--- config.mk ---
export PLATFORM = sky130hd
export DESIGN_NAME = phy_lat_core
export DESIGN_NICKNAME = d
export VERILOG_FILES = /design/src/verilog/phy_lat_pkg.sv /design/src/verilog/nib_fifo.sv /design/src/verilog/phy_lat_core.sv
export VERILOG_INCLUDE_DIRS = /design/src /design/src/verilog
export SDC_FILE = /design/constraint.sdc
export NUM_CORES = 1
export LEC_CHECK = 0
export BUFFER_PORTS_ARGS = -buffer_cell sky130_fd_sc_hd__buf_4
export CAP_MARGIN = 30
export CELL_PAD_IN_SITES_DETAIL_PLACEMENT = 0
export CELL_PAD_IN_SITES_GLOBAL_PLACEMENT = 2
export CORE_MARGIN = 5
export CORE_UTILIZATION = 41
export CTS_BUF_LIST = sky130_fd_sc_hd__clkbuf_4
export DETAILED_ROUTE_END_ITERATION = 10
export GPL_TIMING_DRIVEN = 0
export PLACE_DENSITY = 0.78
export SYNTH_ARGS = -nofsm -noshare
export SYNTH_HDL_FRONTEND = slang
export SYNTH_SLANG_ARGS = --single-unit
--- constraint.sdc ---
create_clock -name clk_in -period 5.7 [get_ports clk_in]
set_clock_uncertainty 0.05 [all_clocks]
set_input_delay 0.57 -clock clk_in [delete_from_list [all_inputs] [get_ports clk_in]]
set_output_delay 0.57 -clock clk_in [all_outputs]
set_load 0.02 [all_outputs]
--- src/verilog/phy_lat_cfg.svh ---
// Timing constants, symbol codes and reset values of the PHY latency datapath.
`ifndef PHY_LAT_CFG_SVH
`define PHY_LAT_CFG_SVH

`define CLK_NS 4
`define BIT10_NS 100
`define BIT100_NS 10
`define BIT10_CYC ((`BIT10_NS + `CLK_NS - 1) / `CLK_NS)
`define BIT100_CYC (`BIT100_NS / `CLK_NS)
`define MII_HALF10_CYC ((4 * `BIT10_NS) / (2 * `CLK_NS))
`define MII_HALF100_CYC ((4 * `BIT100_NS) / (2 * `CLK_NS))
`define TX10_MAX_BITS 2
`define TX10_MAX_CYC ((`TX10_MAX_BITS * `BIT10_NS) / `CLK_NS)
`define TX100_MAX_BITS 3
`define TX100_MAX_CYC ((`TX100_MAX_BITS * `BIT100_NS) / `CLK_NS)
`define CRS_ON_MAX_BITS 2
`define CRS_ON_MAX_CYC ((`CRS_ON_MAX_BITS * `BIT10_NS) / `CLK_NS)
`define CRS_OFF_MAX_BITS 4
`define CRS_OFF_MAX_CYC ((`CRS_OFF_MAX_BITS * `BIT10_NS) / `CLK_NS)
`define CRS_OFF_TYP_BITS 2
`define CRS_HOLD10_CYC ((`CRS_OFF_TYP_BITS * `BIT10_NS) / `CLK_NS)
`define CRS_HOLD100_CYC ((`CRS_OFF_TYP_BITS * `BIT100_NS) / `CLK_NS)
`define POR_TYP_MS 45
`define HWRST_TYP_MS 35
`define POR_CYC ((`POR_TYP_MS * 1000000) / `CLK_NS)
`define HWRST_CYC ((`HWRST_TYP_MS * 1000000) / `CLK_NS)
`define RX_IDLE_CYC 64
`define SYM_J 5'h18
`define SYM_K 5'h11
`define PREAMBLE_NIB 4'h5
`define PREAMBLE_LINE 4'hA
`define PIN_RESET_VAL 10'h200
`define FIFO_DEPTH 8
`define NIB_W 4

`endif

--- src/verilog/phy_lat_pkg.sv ---
// Types shared by the PHY latency datapath.
package phy_lat_pkg;

   typedef enum logic [1:0] {
      T_IDLE = 2'h0,
      T_SYM = 2'h1,
      T_DATA = 2'h3,
      T_WAIT = 2'h2
   } tx_st_t;

   typedef enum logic [1:0] {
      R_HUNT = 2'h0,
      R_K = 2'h1,
      R_DATA = 2'h3
   } rx_st_t;

   typedef struct packed {
      logic rst_n;
      logic spd100;
      logic fdx;
      logic tx_en;
      logic [3:0] txd;
      logic rx_bit;
      logic rx_clk;
   } pin_t;

endpackage

--- src/verilog/nib_fifo.sv ---
// Small synchronous FIFO with valid and ready on both sides.
`timescale 1ns/1ps

module nib_fifo #(
   parameter int W = 4,
   parameter int D = 8
) (
   // Clock and reset
   input wire logic clk_in,
   input wire logic rst_in,
   // Fill side
   input wire logic in_valid_in,
   output logic in_ready_out,
   input wire logic [W-1:0] in_data_in,
   // Drain side
   output logic out_valid_out,
   input wire logic out_ready_in,
   output logic [W-1:0] out_data_out
);
   localparam int AW = $clog2(D);
   localparam logic [AW:0] FULL = (AW + 1)'(D);
   localparam logic [AW-1:0] LAST = AW'(D - 1);

   typedef struct packed {
      logic [D-1:0][W-1:0] mem;
      logic [AW-1:0] wp;
      logic [AW-1:0] rp;
      logic [AW:0] cnt;
   } fst_t;

   fst_t st_ff;
   fst_t nxt_st;
   logic push;
   logic pop;

   assign in_ready_out = (st_ff.cnt != FULL);
   assign out_valid_out = (st_ff.cnt != '0);
   assign out_data_out = st_ff.mem[st_ff.rp];

   always_comb begin
      nxt_st = st_ff;
      push = in_valid_in && in_ready_out;
      pop = out_valid_out && out_ready_in;
      if (push) begin
         nxt_st.mem[st_ff.wp] = in_data_in;
         nxt_st.wp = (st_ff.wp == LAST) ? '0 : st_ff.wp + 1'b1;
      end
      if (pop) begin
         nxt_st.rp = (st_ff.rp == LAST) ? '0 : st_ff.rp + 1'b1;
      end
      if (push && !pop) begin
         nxt_st.cnt = st_ff.cnt + 1'b1;
      end else if (pop && !push) begin
         nxt_st.cnt = st_ff.cnt - 1'b1;
      end
   end

   always_ff @(posedge clk_in) begin
      if (rst_in) begin
         st_ff <= '0;
      end else begin
         st_ff <= nxt_st;
      end
   end

endmodule

--- src/verilog/phy_lat_core.sv ---
// PHY datapath: MII nibbles to line bits and back, carrier sense and reset completion.
`include "phy_lat_cfg.svh"
`timescale 1ns/1ps

module phy_lat_core
   import phy_lat_pkg::*;
#(
   parameter int POR_CYC = `POR_CYC,
   parameter int HWRST_CYC = `HWRST_CYC
) (
   // Clock and power-on reset
   input wire logic clk_in,
   input wire logic rst_in,
   // Hardware reset pin and mode straps
   input wire logic phy_reset_n_in,
   input wire logic speed_100_in,
   input wire logic full_duplex_in,
   // MII transmit side
   output logic mii_tx_clk_out,
   input wire logic mii_tx_en_in,
   input wire logic [3:0] mii_txd_in,
   // MII receive side
   output logic mii_rx_clk_out,
   output logic mii_rx_dv_out,
   output logic [3:0] mii_rxd_out,
   output logic mii_crs_out,
   // Line side
   output logic line_transmit_pair_out,
   output logic line_tx_active_out,
   input wire logic line_receive_pair_in,
   input wire logic line_rx_clk_in
);
   typedef struct packed {
      pin_t s1;
      pin_t s2;
      logic rxclk_d;
      logic ready;
      logic hw;
      logic [23:0] wcnt;
      logic [6:0] tdiv;
      logic txclk;
      tx_st_t tst;
      logic [9:0] tsh;
      logic [3:0] tbits;
      logic [4:0] tbcnt;
      logic [3:0] tnib;
      logic tline;
      logic tact;
      logic crs_tx;
      logic [6:0] chold;
      logic crs;
      rx_st_t rst;
      logic [4:0] rsh;
      logic [2:0] rbits;
      logic [3:0] rnib;
      logic [6:0] ridle;
      logic [3:0] rxd;
      logic rdv;
      logic rclk;
   } st_t;

   localparam logic [23:0] POR_LAST = 24'(POR_CYC - 1);
   localparam logic [23:0] HW_LAST = 24'(HWRST_CYC - 1);
   localparam int CRS_ON_MAX = `CRS_ON_MAX_CYC;
   localparam int CRS_OFF_MAX = `CRS_OFF_MAX_CYC;
   localparam int TX10_MAX = `TX10_MAX_CYC;
   localparam int TX100_MAX = `TX100_MAX_CYC;

   st_t st_ff;
   st_t nxt_st;
   pin_t pins;
   logic tick_rise;
   logic rx_edge;
   logic bit_end;
   logic want;
   logic [6:0] half_last;
   logic [4:0] bit_last;
   logic f_in_ready;
   logic f_out_valid;
   logic f_out_ready;
   logic [3:0] f_data;

   assign pins = '{rst_n: phy_reset_n_in, spd100: speed_100_in, fdx: full_duplex_in,
                   tx_en: mii_tx_en_in, txd: mii_txd_in, rx_bit: line_receive_pair_in,
                   rx_clk: line_rx_clk_in};

   // Never fills in practice: the serializer drains a nibble at least as fast as MII delivers one.
   nib_fifo #(.W(`NIB_W), .D(`FIFO_DEPTH)) u_fifo (
      .clk_in(clk_in),
      .rst_in(rst_in || !st_ff.ready),
      .in_valid_in(tick_rise && st_ff.s2.tx_en),
      .in_ready_out(f_in_ready),
      .in_data_in(st_ff.s2.txd),
      .out_valid_out(f_out_valid),
      .out_ready_in(f_out_ready),
      .out_data_out(f_data)
   );

   always_comb begin
      nxt_st = st_ff;
      tick_rise = 1'b0;
      bit_end = 1'b0;
      want = 1'b0;
      f_out_ready = 1'b0;
      nxt_st.s1 = pins;
      nxt_st.s2 = st_ff.s1;
      nxt_st.rxclk_d = st_ff.s2.rx_clk;
      rx_edge = st_ff.s2.rx_clk && !st_ff.rxclk_d;
      half_last = st_ff.s2.spd100 ? 7'(`MII_HALF100_CYC - 1) : 7'(`MII_HALF10_CYC - 1);
      bit_last = st_ff.s2.spd100 ? 5'(`BIT100_CYC - 1) : 5'(`BIT10_CYC - 1);
      if (!st_ff.s2.rst_n) begin
         nxt_st.ready = 1'b0;
         nxt_st.hw = 1'b1;
         nxt_st.wcnt = '0;
      end else if (!st_ff.ready) begin
         nxt_st.wcnt = st_ff.wcnt + 24'h1;
         if (st_ff.wcnt == (st_ff.hw ? HW_LAST : POR_LAST)) begin
            nxt_st.ready = 1'b1;
         end
      end
      if (!st_ff.ready) begin
         // Everything the MAC sees stays quiet until reset has completed.
         nxt_st.tdiv = '0;
         nxt_st.txclk = 1'b0;
         nxt_st.tst = T_IDLE;
         nxt_st.tact = 1'b0;
         nxt_st.tline = 1'b0;
         nxt_st.crs_tx = 1'b0;
         nxt_st.rst = R_HUNT;
         nxt_st.rdv = 1'b0;
         nxt_st.rxd = '0;
         nxt_st.rsh = '0;
         nxt_st.rbits = '0;
         nxt_st.ridle = '0;
      end else begin
         if (st_ff.tdiv >= half_last) begin
            nxt_st.tdiv = '0;
            nxt_st.txclk = !st_ff.txclk;
            tick_rise = !st_ff.txclk;
         end else begin
            nxt_st.tdiv = st_ff.tdiv + 7'h01;
         end
         if (st_ff.tact) begin
            if (st_ff.tbcnt == '0) begin
               bit_end = 1'b1;
            end else begin
               nxt_st.tbcnt = st_ff.tbcnt - 5'h01;
            end
         end
         if (bit_end && st_ff.tbits > 4'h1) begin
            nxt_st.tsh = {st_ff.tsh[8:0], 1'b0};
            nxt_st.tbits = st_ff.tbits - 4'h1;
            nxt_st.tbcnt = bit_last;
            nxt_st.tline = st_ff.tsh[8];
         end else begin
            case (st_ff.tst)
               T_IDLE: begin
                  want = f_out_valid;
               end
               T_SYM: begin
                  if (bit_end) begin
                     nxt_st.tsh = {st_ff.tnib[0], st_ff.tnib[1], st_ff.tnib[2], st_ff.tnib[3],
                                   6'h00};
                     nxt_st.tbits = 4'h4;
                     nxt_st.tbcnt = bit_last;
                     nxt_st.tline = st_ff.tnib[0];
                     nxt_st.tst = T_DATA;
                  end
               end
               T_DATA: begin
                  if (bit_end) begin
                     if (f_out_valid) begin
                        want = 1'b1;
                     end else if (st_ff.s2.tx_en) begin
                        nxt_st.tst = T_WAIT;
                        nxt_st.tbcnt = '0;
                     end else begin
                        nxt_st.tst = T_IDLE;
                        nxt_st.tact = 1'b0;
                        nxt_st.tline = 1'b0;
                     end
                  end
               end
               default: begin
                  if (f_out_valid) begin
                     want = 1'b1;
                  end else if (!st_ff.s2.tx_en) begin
                     nxt_st.tst = T_IDLE;
                     nxt_st.tact = 1'b0;
                     nxt_st.tline = 1'b0;
                  end
               end
            endcase
         end
         if (want) begin
            f_out_ready = 1'b1;
            nxt_st.tact = 1'b1;
            nxt_st.tbcnt = bit_last;
            if (st_ff.tst == T_IDLE && st_ff.s2.spd100) begin
               nxt_st.tsh = {`SYM_J, `SYM_K};
               nxt_st.tbits = 4'hA;
               nxt_st.tnib = f_data;
               nxt_st.tline = 1'b1;
               nxt_st.tst = T_SYM;
            end else begin
               nxt_st.tsh = {f_data[0], f_data[1], f_data[2], f_data[3], 6'h00};
               nxt_st.tbits = 4'h4;
               nxt_st.tline = f_data[0];
               nxt_st.tst = T_DATA;
            end
         end
         if (st_ff.s2.tx_en && !st_ff.s2.fdx) begin
            nxt_st.crs_tx = 1'b1;
            nxt_st.chold = st_ff.s2.spd100 ? 7'(`CRS_HOLD100_CYC - 1) :
                           7'(`CRS_HOLD10_CYC - 1);
         end else if (st_ff.crs_tx) begin
            if (st_ff.chold == '0) begin
               nxt_st.crs_tx = 1'b0;
            end else begin
               nxt_st.chold = st_ff.chold - 7'h01;
            end
         end
         if (rx_edge) begin
            nxt_st.ridle = '0;
         end else if (st_ff.ridle != 7'(`RX_IDLE_CYC)) begin
            nxt_st.ridle = st_ff.ridle + 7'h01;
         end
         // The line clock stands still between frames, so its silence ends the frame.
         if (st_ff.ridle == 7'(`RX_IDLE_CYC) && st_ff.rst != R_HUNT) begin
            nxt_st.rst = R_HUNT;
            nxt_st.rdv = 1'b0;
            nxt_st.rsh = '0;
         end else if (rx_edge) begin
            case (st_ff.rst)
               R_HUNT: begin
                  nxt_st.rsh = {st_ff.rsh[3:0], st_ff.s2.rx_bit};
                  if (!st_ff.s2.spd100 && {st_ff.rsh[2:0], st_ff.s2.rx_bit} == `PREAMBLE_LINE) begin
                     nxt_st.rxd = `PREAMBLE_NIB;
                     nxt_st.rdv = 1'b1;
                     nxt_st.rbits = '0;
                     nxt_st.rst = R_DATA;
                  end else if (st_ff.s2.spd100 && {st_ff.rsh[3:0], st_ff.s2.rx_bit} == `SYM_J) begin
                     nxt_st.rxd = `PREAMBLE_NIB;
                     nxt_st.rdv = 1'b1;
                     nxt_st.rbits = '0;
                     nxt_st.rst = R_K;
                  end
               end
               R_K: begin
                  if (st_ff.rbits == 3'h4) begin
                     nxt_st.rbits = '0;
                     nxt_st.rst = R_DATA;
                  end else begin
                     nxt_st.rbits = st_ff.rbits + 3'h1;
                  end
               end
               default: begin
                  nxt_st.rnib = {st_ff.s2.rx_bit, st_ff.rnib[3:1]};
                  if (st_ff.rbits == 3'h3) begin
                     nxt_st.rxd = {st_ff.s2.rx_bit, st_ff.rnib[3:1]};
                     nxt_st.rbits = '0;
                  end else begin
                     nxt_st.rbits = st_ff.rbits + 3'h1;
                  end
               end
            endcase
         end
      end
      nxt_st.crs = nxt_st.crs_tx || nxt_st.rdv;
      nxt_st.rclk = nxt_st.rdv ? nxt_st.rbits[1] : nxt_st.txclk;
   end

   always_ff @(posedge clk_in) begin
      if (rst_in) begin
         st_ff <= '0;
         st_ff.s1 <= `PIN_RESET_VAL;
         st_ff.s2 <= `PIN_RESET_VAL;
      end else begin
         st_ff <= nxt_st;
      end
   end

   assign mii_tx_clk_out = st_ff.txclk;
   assign mii_rx_clk_out = st_ff.rclk;
   assign mii_rx_dv_out = st_ff.rdv;
   assign mii_rxd_out = st_ff.rxd;
   assign mii_crs_out = st_ff.crs;
   assign line_transmit_pair_out = st_ff.tline;
   assign line_tx_active_out = st_ff.tact;
endmodule

==> results.yml, run 1 <==
detailed_routing:
  ant_nets: 0
  viasPerCell: 5.37
  wirelength_mm: 18.0
  wl_per_cell_um: 16.4
  drc_errors: 0
  dr.first_iter.drc_count: 386
  num_vias: 5877
  drt_first_pass_iters: 5
placement:
  gp_congestion: 0.846
  dpl.cell_count: 1061
  place_hpwl_mm: 13.0
  placement.io_buffers: 21
synth:
  synth_top_family_by_area: "simple AND/OR/NAND/NOR gates"
  synth_ff_type: "dfxtp_1"
  muxShareOfSynthArea: 0.0855
  synthTopCellsByArea: "dfxtp_1 (42%), mux2i_1 (5.8%), nor2_1 (5.7%)"
  yosysWarnings: 0
  synthTopCellsByCount: "dfxtp_1 (157), nor2_1 (113), a21oi_1 (45), mux2i_1 (43), nand2_1 (38)"
  synth.cell_area_sq_mm: 0.00740
  syn_nets: 849
  seq_area_frac_synth: 0.425
  synth_top_area_cell: "dfxtp_1"
  synth_top_area_share: 0.425
  synthAdderAreaFrac: 0.0450
  postSynthAreaPerCell_sq_um: 9.13
  synth_cells: 811
  synth-compound-area-share: 0.136
  yosysMostFrequentCell: "dfxtp_1"
  async_reset_ff_frac: 0
  synth-simple-area-share: 0.220
  synth_edf_count: 0
  synth_cell_types: 83
  synth_seq_cells: 157
  synthXorXnorAreaFrac: 0.0426
floorplan:
  fp-row-count: 49
  die_x_um: 144
  start_util: 0.415
  die_y_um: 144
  ioPinCount: 22
  core_sq_mm: 0.0178
  fp.dieArea_sq_mm: 0.0208
timing:
  hold_violations: 0
  tightest_slew_ps: 797
  rsz0062_at_grt: "no"
  fin_setup_tns_ps: 0
  min_period_over_period: 0.869
  final-setup-viol-count: 0
  slew_headroom: 0.463
  fin_crit_ps: 4950
  fmax_ghz: 0.202
  slew_violations: 0
global_route:
  antenna_found_initial: 1
  grt_pass1_wl_mm: 29.4
  grt_usage: 0.179
  grt_overflow: 0
  grt_pass1_vias: 5741
  grt_max_degree: 17
cells_and_area:
  nFillCells: 1707
  seq_area_sq_mm: 0.00314
  drive_gt1_frac: 0.119
  multi_input_area_sq_mm: 0.00391
  nNetsFinal: 889
  instances_no_fill: 1095
  syn_to_final_growth_pct: 10.3
worst_setup_path:
  crit_type: "reg -> reg"
  required_ps: 6140
  crit_fanout: 9
  crit_arrival_ps: 5390
  end_kind: "flip-flop"
  start_kind: "flip-flop"
clocking:
  root_buffer: "clkbuf_4"
  htreeDepth: 4
  cts_hold_buf: 0
  clock_path_buffers: 2
  cts_buffers: 17
  insertion_delay_ps: 560
  cts_tree: "built"
  clock-sinks: 157
  post_cts.repair.setup_buffers: 0
  post_cts_resized: 0
  path_clk_slew_ps: 130
pwr:
  total_power_uw: 1910
  power.leakage_uw: 0.00273
  powerDensity_mw_per_mm2: 233
  worst_ir_drop_vdd_v: 0.000158
run:
  drv_cap: 0
outcome:
  status: "completed"
hold_path:
  hp-class: "in -> reg"
cells in the final DEF (no fill, tap or decap), types with 3 or more instances in the layout:
cell,n
dfxtp_1,157
nor2_1,113
a21oi_1,45
mux2i_1,43
nand2_1,38
inv_1,34
o21ai_0,33
clkbuf_1,32
nor2b_1,28
nand3_1,26
buf_4,26
xnor2_1,25
ha_1,25
nor3_1,23
clkbuf_4,18
a211oi_1,13
nor4_1,11
xor2_1,11
a31oi_1,8
nand4_1,8
mux4_2,8
or3_1,7
nand2b_1,6
and3_1,6
buf_2,5
o211ai_1,5
a311oi_1,5
inv_6,5
nor3_2,4
nand3b_1,4
o31ai_1,4
or2_2,3
and4_1,3
buf_1,3
nand4b_1,3
nor4b_1,3
o41ai_1,3
bufinv_16,3
metrics by stage:
step / cell area (sq um) / setup WS, ps / utilization / hold WS (ps)
6_report: 8170 / 748 / 0.458 / 150
2_1_floorplan: 7400 / 1690 / - / 339
3_5_place_dp: 7850 / 649 / 0.440 / 346
4_1_cts: 8160 / 616 / 0.458 / 103
5_1_grt: 8170 / 413 / 0.458 / 92.3
3_3_place_gp: 7850 / 711 / 0.440 / 349
final timing paths:
path         cells past startpoint  slack [ps]                      endpoint              startpoint
max reg2reg                     20         750  u_fifo.st_ff[3]$_SDFFE_PP0P_   st_ff[106]$_SDFF_PP0_
min                              2         150        nxt_st[107]$_SDFF_PP1_          phy_reset_n_in
max                             20         750  u_fifo.st_ff[3]$_SDFFE_PP0P_   st_ff[106]$_SDFF_PP0_
min reg2reg                      1         370         st_ff[107]$_SDFF_PP1_  nxt_st[107]$_SDFF_PP1_
state kept, by name, indices dropped and copies added (netlist names):
name and count:
st_ff 94, u_fifo.st_ff 42, mii_rx_dv_out 1, mii_tx_clk_out 1, line_tx_active_out 1, line_transmit_pair_out 1, nxt_st 11, mii_rx_clk_out 1
mii_rxd_out 4, mii_crs_out 1
logic make-up (layout without fill, tap and decap cells):
family                     after synthesis  in the layout
and+or+nand+nor                        304            304
adders and majority gates               26             26
xor gates and xnor gates                36             36
muxes                                   53             53
AOI/OAI and AO/OA                      152            152
buffers and inverters                   83            136
other                                    0              2
DFF                                    157            157
report_power, final:
part           leakage [uW]  internal, uW  switching [uW]
Sequential          0.00127          1110            4.66
Combinational       0.00129          15.7            25.9
Clock              0.000164           319             434
final cells by class:
| type | count | share of cell area |
|---|---|---|
| Multi-Input combinational cell | 571 | 0.479 |
| Sequential cell | 157 | 0.385 |
| Tap cell | 229 | 0.0351 |
| Buffer | 48 | 0.0263 |
| Clock inverter | 14 | 0.0222 |
| Timing Repair Buffer | 21 | 0.0193 |
| Clock buffer | 18 | 0.0165 |
| Inverter | 35 | 0.0161 |
| Antenna cell | 2 | 0.000613 |
worst max-delay path, cell delays in order, from the launching register on:
cell and delay (ps):
dfxtp_1 380, clkbuf_1 500, inv_1 280, ha_1 330, or3b_2 430, a211o_1 300, a21oi_1 190, o21ai_0 160
ha_1 210, nand3_1 110, a21o_1 100, buf_2 250, inv_2 120, ha_1 220, inv_1 120, ha_1 240
a21o_1 180, a21oi_1 170, xnor2_1 90, or3_1 300, a21oi_1 140
metal layers:
metal,vias to the layer above,global-route usage,part of all wire
met5,-,0,0
met4,0,0.0535,0.016
met3,22,0.0410,0.036
met2,104,0.286,0.47
met1,2791,0.243,0.48
li1,2960,-,-
No activity file was read; power rests on OpenSTA's default activity.
==> inputs of run 2 (changes only) <==
- GPL_TIMING_DRIVEN: 0 -> unset
==> run 2 against run 1 <==
  * Sequential share of layout area grew 1.2 points
  * Largest cell class unchanged
  * Final cell count down 4.2%
  * First-iteration DRC count down 20%
  * Count of clock-buffer cells in the layout fell by 1
  * Non-clock buffer count down 45
  * Register-to-register slack better by 510 ps
  * Sequential power hardly changed
  * Utilization down 1.4 points
  * Critical path depth fell by 2
  * Maximum frequency rose by 12%
  * Hold slack barely moved
==> results.yml, run 2 (synthesis results as in run 1) <==
placement:
  gp_congestion: 0.870
  place_hpwl_mm: 11.3
  placement.io_buffers: 21
  dp_slack_ps: 1240
timing:
  fin_hold_ws_ps: 150
  fin_setup_tns_ps: 0
  hold_violations: 0
  rsz0062_at_grt: "no"
  fmax_ghz: 0.225
  slew_violations: 0
  min_period_over_period: 0.779
  slew_headroom: 0.428
  tightest_slew_ps: 856
  final-setup-viol-count: 0
  fin_crit_ps: 4440
  fin_ws_ps: 1260
pwr:
  internal_power_uw: 1340
  switching_share: 0.250
  power_frac_clock: 0.358
  worst_ir_drop_vdd_v: 0.000150
  p_sw_uw: 446
  seq_power_share: 0.623
  powerDensity_mw_per_mm2: 226
  power.leakage_uw: 0.00261
  power_frac_comb: 0.019
clocking:
  cts_buffers: 17
  clock_path_buffers: 2
  root_buffer: "clkbuf_4"
  post_cts.repair.setup_buffers: 0
  insertion_delay_ps: 550
  path_clk_slew_ps: 150
  cts_tree: "built"
  clock-sinks: 157
  post_cts_resized: 0
  htreeDepth: 4
  cts_hold_buf: 0
run:
  drv_cap: 0
cells_and_area:
  syn_to_final_growth_pct: 6.98
  nNetsFinal: 844
  utilization: 0.444
  largest-register: "st_ff"
  drive_gt1_frac: 0.112
  largest_reg_flops: 94
  mostFrequentLayoutCells: "dfxtp_1 (157), nor2_1 (113), a21oi_1 (45)"
  final_common_cell: "dfxtp_1"
floorplan:
  fp.dieArea_sq_mm: 0.0208
  fp-row-count: 49
  ioPinCount: 22
  die_x_um: 144
  core_sq_mm: 0.0178
  die_y_um: 144
  start_util: 0.415
detailed_routing:
  drt_first_pass_iters: 5
  dr.first_iter.drc_count: 309
  drc_errors: 0
  viasPerCell: 5.47
  wirelength_mm: 16.4
  ant_nets: 0
  wl_per_cell_um: 15.6
  num_vias: 5739
worst_setup_path:
  crit_arrival_ps: 4880
  r2r_cells: 18
  required_ps: 6150
  crit_fanout: 11
  crit_type: "reg -> reg"
  end_kind: "flip-flop"
  start_kind: "flip-flop"
global_route:
  antenna_found_initial: 1
  grt_max_degree: 57
  grt_pass1_wl_mm: 27.8
  grt_usage: 0.166
  grt_pass1_vias: 5687
  grt_overflow: 0
hold_path:
  hp-class: "in -> reg"
  worstHoldPathCells: 2
outcome:
  status: "completed"
[run 2: changes by cell type in the layout (fill, tap and decap cells not counted), moves of 2 or more]
cell / before / now
clkinv_2: 0 / 2
bufinv_16: 3 / 1
clkbuf_1: 32 / 0
buf_4: 26 / 24
clkbuf_2: 2 / 0
buf_1: 3 / 0
buf_2: 5 / 0
[run 2: worst max-delay path, cell delays in order, from the launching register on]
cell and delay [ps]:
dfxtp_1 590, inv_1 170, ha_1 290, or3b_2 430
a211o_1 300, a21oi_1 170, o21ai_0 100, ha_1 180
nand3_1 80, a21o_1 360, inv_2 140, ha_1 240
inv_1 120, ha_1 250, a21o_1 190, a21oi_1 180
xnor2_1 90, or3_1 300, a21oi_1 150
[run 2: area by class of cell]
type,count,area (sq um)
Sequential cell,157,3140
Antenna cell,1,2.50
Timing Repair Buffer,24,180
Clock buffer,17,128
Multi-Input combinational cell,571,3910
Tap cell,229,287
Inverter,35,131
Fill cell,1728,9920
Clock inverter,15,135
[run 2: power groups by stage]
stage / clock (uW) / sequential, uW / combinational (uW)
2_1_floorplan: 0 / 1130 / 25.4
3_3_place_gp: 0 / 1140 / 33.6
3_5_place_dp: 0 / 1140 / 33.9
4_1_cts: 675 / 1110 / 34.0
5_1_grt: 724 / 1120 / 38.0
6_report: 641 / 1110 / 33.2
[run 2: worst paths after layout]
check,start,end,slack [ps]
max reg2reg,st_ff[106]$_SDFF_PP0_,u_fifo.st_ff[3]$_SDFFE_PP0P_,1260
min,phy_reset_n_in,nxt_st[107]$_SDFF_PP1_,150
max,st_ff[106]$_SDFF_PP0_,u_fifo.st_ff[3]$_SDFFE_PP0P_,1260
min reg2reg,nxt_st[107]$_SDFF_PP1_,st_ff[107]$_SDFF_PP1_,380
[run 2: metrics by stage]
| stage | std cells | power (uW) | instance area [sq um] |
|---|---|---|---|
| 6_report | 1049 | 1790 | 7920 |
| 5_1_grt | 1049 | 1880 | 7920 |
| 4_1_cts | 1048 | 1820 | 7920 |
| 3_5_place_dp | 1016 | 1170 | 7650 |
| 3_3_place_gp | 1016 | 1170 | 7650 |
| 2_1_floorplan | 811 | 1160 | 7400 |
[run 2: metal layers]
layer	up-vias	global-route usage	routed length, um
met5	-	0	0
met4	0	0.0619	314
met3	23	0.0420	675
met2	99	0.263	7560
met1	2739	0.219	7840
li1	2878	-	-
==> inputs of run 3 (changes only) <==
- CORE_UTILIZATION: 41 -> 37
- PLACE_DENSITY: 0.78 -> 0.74
- clock period: 5.7 -> 3.7 ns (I/O delays scaled with it)
==> run 3 against run 2 <==
  * First-iteration DRC count rose by 3.9%
  * Maximum frequency grew 29%
  * Hold slack improved by 97 ps
  * Sequential power grew 54%
  * Power rose by 61%
  * Sequential share of layout area fell by 1.3 points
  * Wire length rose by 2.7%
  * Flip-flop and latch count is the same
  * Via count is 0.59% higher
  * Largest power group unchanged
==> results.yml, run 3 (synthesis results as in run 1) <==
outcome:
  status: "completed"
worst_setup_path:
  timing.rr.end: "u_fifo.st_ff[3]$_SDFFE_PP0P_"
  rr_startpoint: "st_ff[64]$_SDFF_PP0_"
  end_kind: "flip-flop"
  start_kind: "flip-flop"
  crit_arrival_ps: 3890
  crit_type: "reg -> reg"
  required_ps: 4150
  ff2ff_setup_slack_ps: 250
  r2r_cells: 18
  crit_fanout: 4
timing:
  fin_ws_ps: 254
  fin_setup_tns_ps: 0
  fin_hold_ws_ps: 247
  fin_crit_ps: 3450
  final-setup-viol-count: 0
  rsz0062_at_grt: "no"
  fmax_ghz: 0.290
  hold_violations: 0
  slew_headroom: 0.384
  slew_violations: 0
  tightest_slew_ps: 921
  min_period_over_period: 0.931
cells_and_area:
  drive_gt1_frac: 0.130
  syn_to_final_growth_pct: 10.8
  largest_reg_flops: 94
  nNetsFinal: 862
  multi_input_area_sq_mm: 0.00394
  final_common_cell: "dfxtp_1"
  mostFrequentLayoutCells: "dfxtp_1 (155), nor2_1 (113), a21oi_1 (43), mux2i_1 (43), nand2_1 (38)"
  seq_area_sq_mm: 0.00315
  nFillCells: 1963
  largest-register: "st_ff"
global_route:
  grt_usage: 0.153
  use_met3: 0.0351
  grt_max_degree: 57
  grt_use_met2: 0.248
  antenna_found_initial: 1
  grt_overflow: 0
  top_usage_layer: "met2"
  grt_pass1_wl_mm: 28.3
  use_met1: 0.204
  grt_pass1_vias: 5663
detailed_routing:
  drc_errors: 0
  wl_per_cell_um: 15.3
  wirelength_mm: 16.8
  viasPerCell: 5.23
  ant_nets: 0
  num_vias: 5773
  drt_first_pass_iters: 4
  dr.first_iter.drc_count: 321
clocking:
  cts_tree: "built"
  root_buffer: "clkbuf_4"
  clock_path_buffers: 2
  cts_buffers: 17
  htreeDepth: 4
  insertion_delay_ps: 560
  clock-sinks: 157
  path_clk_slew_ps: 130
placement:
  dp_slack_ps: 13.4
  place_hpwl_mm: 11.8
  placement.io_buffers: 21
  gp_congestion: 0.784
floorplan:
  fp-row-count: 51
  ioPinCount: 22
  start_util: 0.378
  die_y_um: 151
  core_sq_mm: 0.0196
  fp.dieArea_sq_mm: 0.0229
  die_x_um: 151
pwr:
  power.leakage_uw: 0.00271
  worst_ir_drop_vdd_v: 0.000201
  powerDensity_mw_per_mm2: 351
hold_path:
  worstHoldPathCells: 2
  min_to: "st_ff[44]$_SDFFE_PP0P_"
  hp-class: "in -> reg"
  hold_start: "rst_in"
run:
  drv_cap: 0
## run 3: cell types whose count changed in the layout (fill, tap and decap cells not counted), moves of 2 or more
| cell | change |
|---|---|
| dlygate4sd3_1 | +10 |
| buf_4 | +7 |
| clkinv_2 | +3 |
| inv_6 | -3 |
| a21oi_1 | -2 |
| a21oi_2 | +2 |
| bufinv_16 | +2 |
| clkinv_1 | -2 |
| clkinvlp_4 | +2 |
| dfxtp_1 | -2 |
| dfxtp_2 | +2 |
| ha_1 | -2 |
## run 3: metrics by stage
step,power [uW],instance area [sq um],utilization,instances
after floorplan,1790,7430,-,811
after global placement,1810,7760,0.396,1057
after detailed placement,1810,7760,0.396,1057
after CTS,2930,8150,0.416,1098
after global routing,3010,8200,0.419,1104
final,2880,8200,0.419,1104
## run 3: timing repair
item	in CTS	in global routing
setup buffers	0	3
endpoints found under the setup margin	1	1
gates resized for setup	1	5
endpoints found under the hold margin	9	1
gates cloned	0	0
pin swaps	0	8
hold buffers	9	1
## run 3: worst max path at each step
stage / slack, ps / to / startpoint / cells past startpoint
6_report: 250 / u_fifo.st_ff[3]$_SDFFE_PP0P_ / st_ff[64]$_SDFF_PP0_ / 18
5_1_grt: 4 / u_fifo.st_ff[3]$_SDFFE_PP0P_ / st_ff[64]$_SDFF_PP0_ / 18
4_1_cts: 2 / u_fifo.st_ff[3]$_SDFFE_PP0P_ / st_ff[64]$_SDFF_PP0_ / 18
3_5_place_dp: 10 / u_fifo.st_ff[3]$_SDFFE_PP0P_ / st_ff[64]$_SDFF_PP0_ / 18
3_3_place_gp: 80 / u_fifo.st_ff[3]$_SDFFE_PP0P_ / st_ff[64]$_SDFF_PP0_ / 18
2_1_floorplan: 7 / u_fifo.st_ff[3]$_SDFFE_PP0P_ / st_ff[106]$_SDFF_PP0_ / 20
## run 3: power breakdown
part	switching [uW]	total, uW	internal, uW
Combinational	33.8	63.8	30.0
Clock	635	1100	465
Sequential	11.0	1710	1700
Total	680	2880	2200
## run 3: layer usage
metal	routed length (um)	vias up
li1	-	2898
met5	0	-
met4	217	0
met2	7950	82
met1	8140	2774
met3	530	19
## run 3: layout make-up
type	count	share of cell area
Multi-Input combinational cell	571	0.480
Sequential cell	157	0.383
Timing Repair Buffer	42	0.0430
Tap cell	265	0.0404
Clock inverter	15	0.0209
Inverter	35	0.0160
Clock buffer	17	0.0156
Antenna cell	2	0.000610
## run 3: critical path, cell delays in order, from the launching register on
cell and delay, ps:
dfxtp_2 370, inv_1 50, ha_1 270, or3b_4 370, a211o_1 270, a21oi_2 140
o21ai_1 90, ha_2 170, nand3_1 80, a21o_1 130, inv_2 60, ha_4 160
inv_2 70, ha_1 230, a21o_1 180, a21oi_2 120, xnor2_1 90, or3_1 360
a21oi_1 120
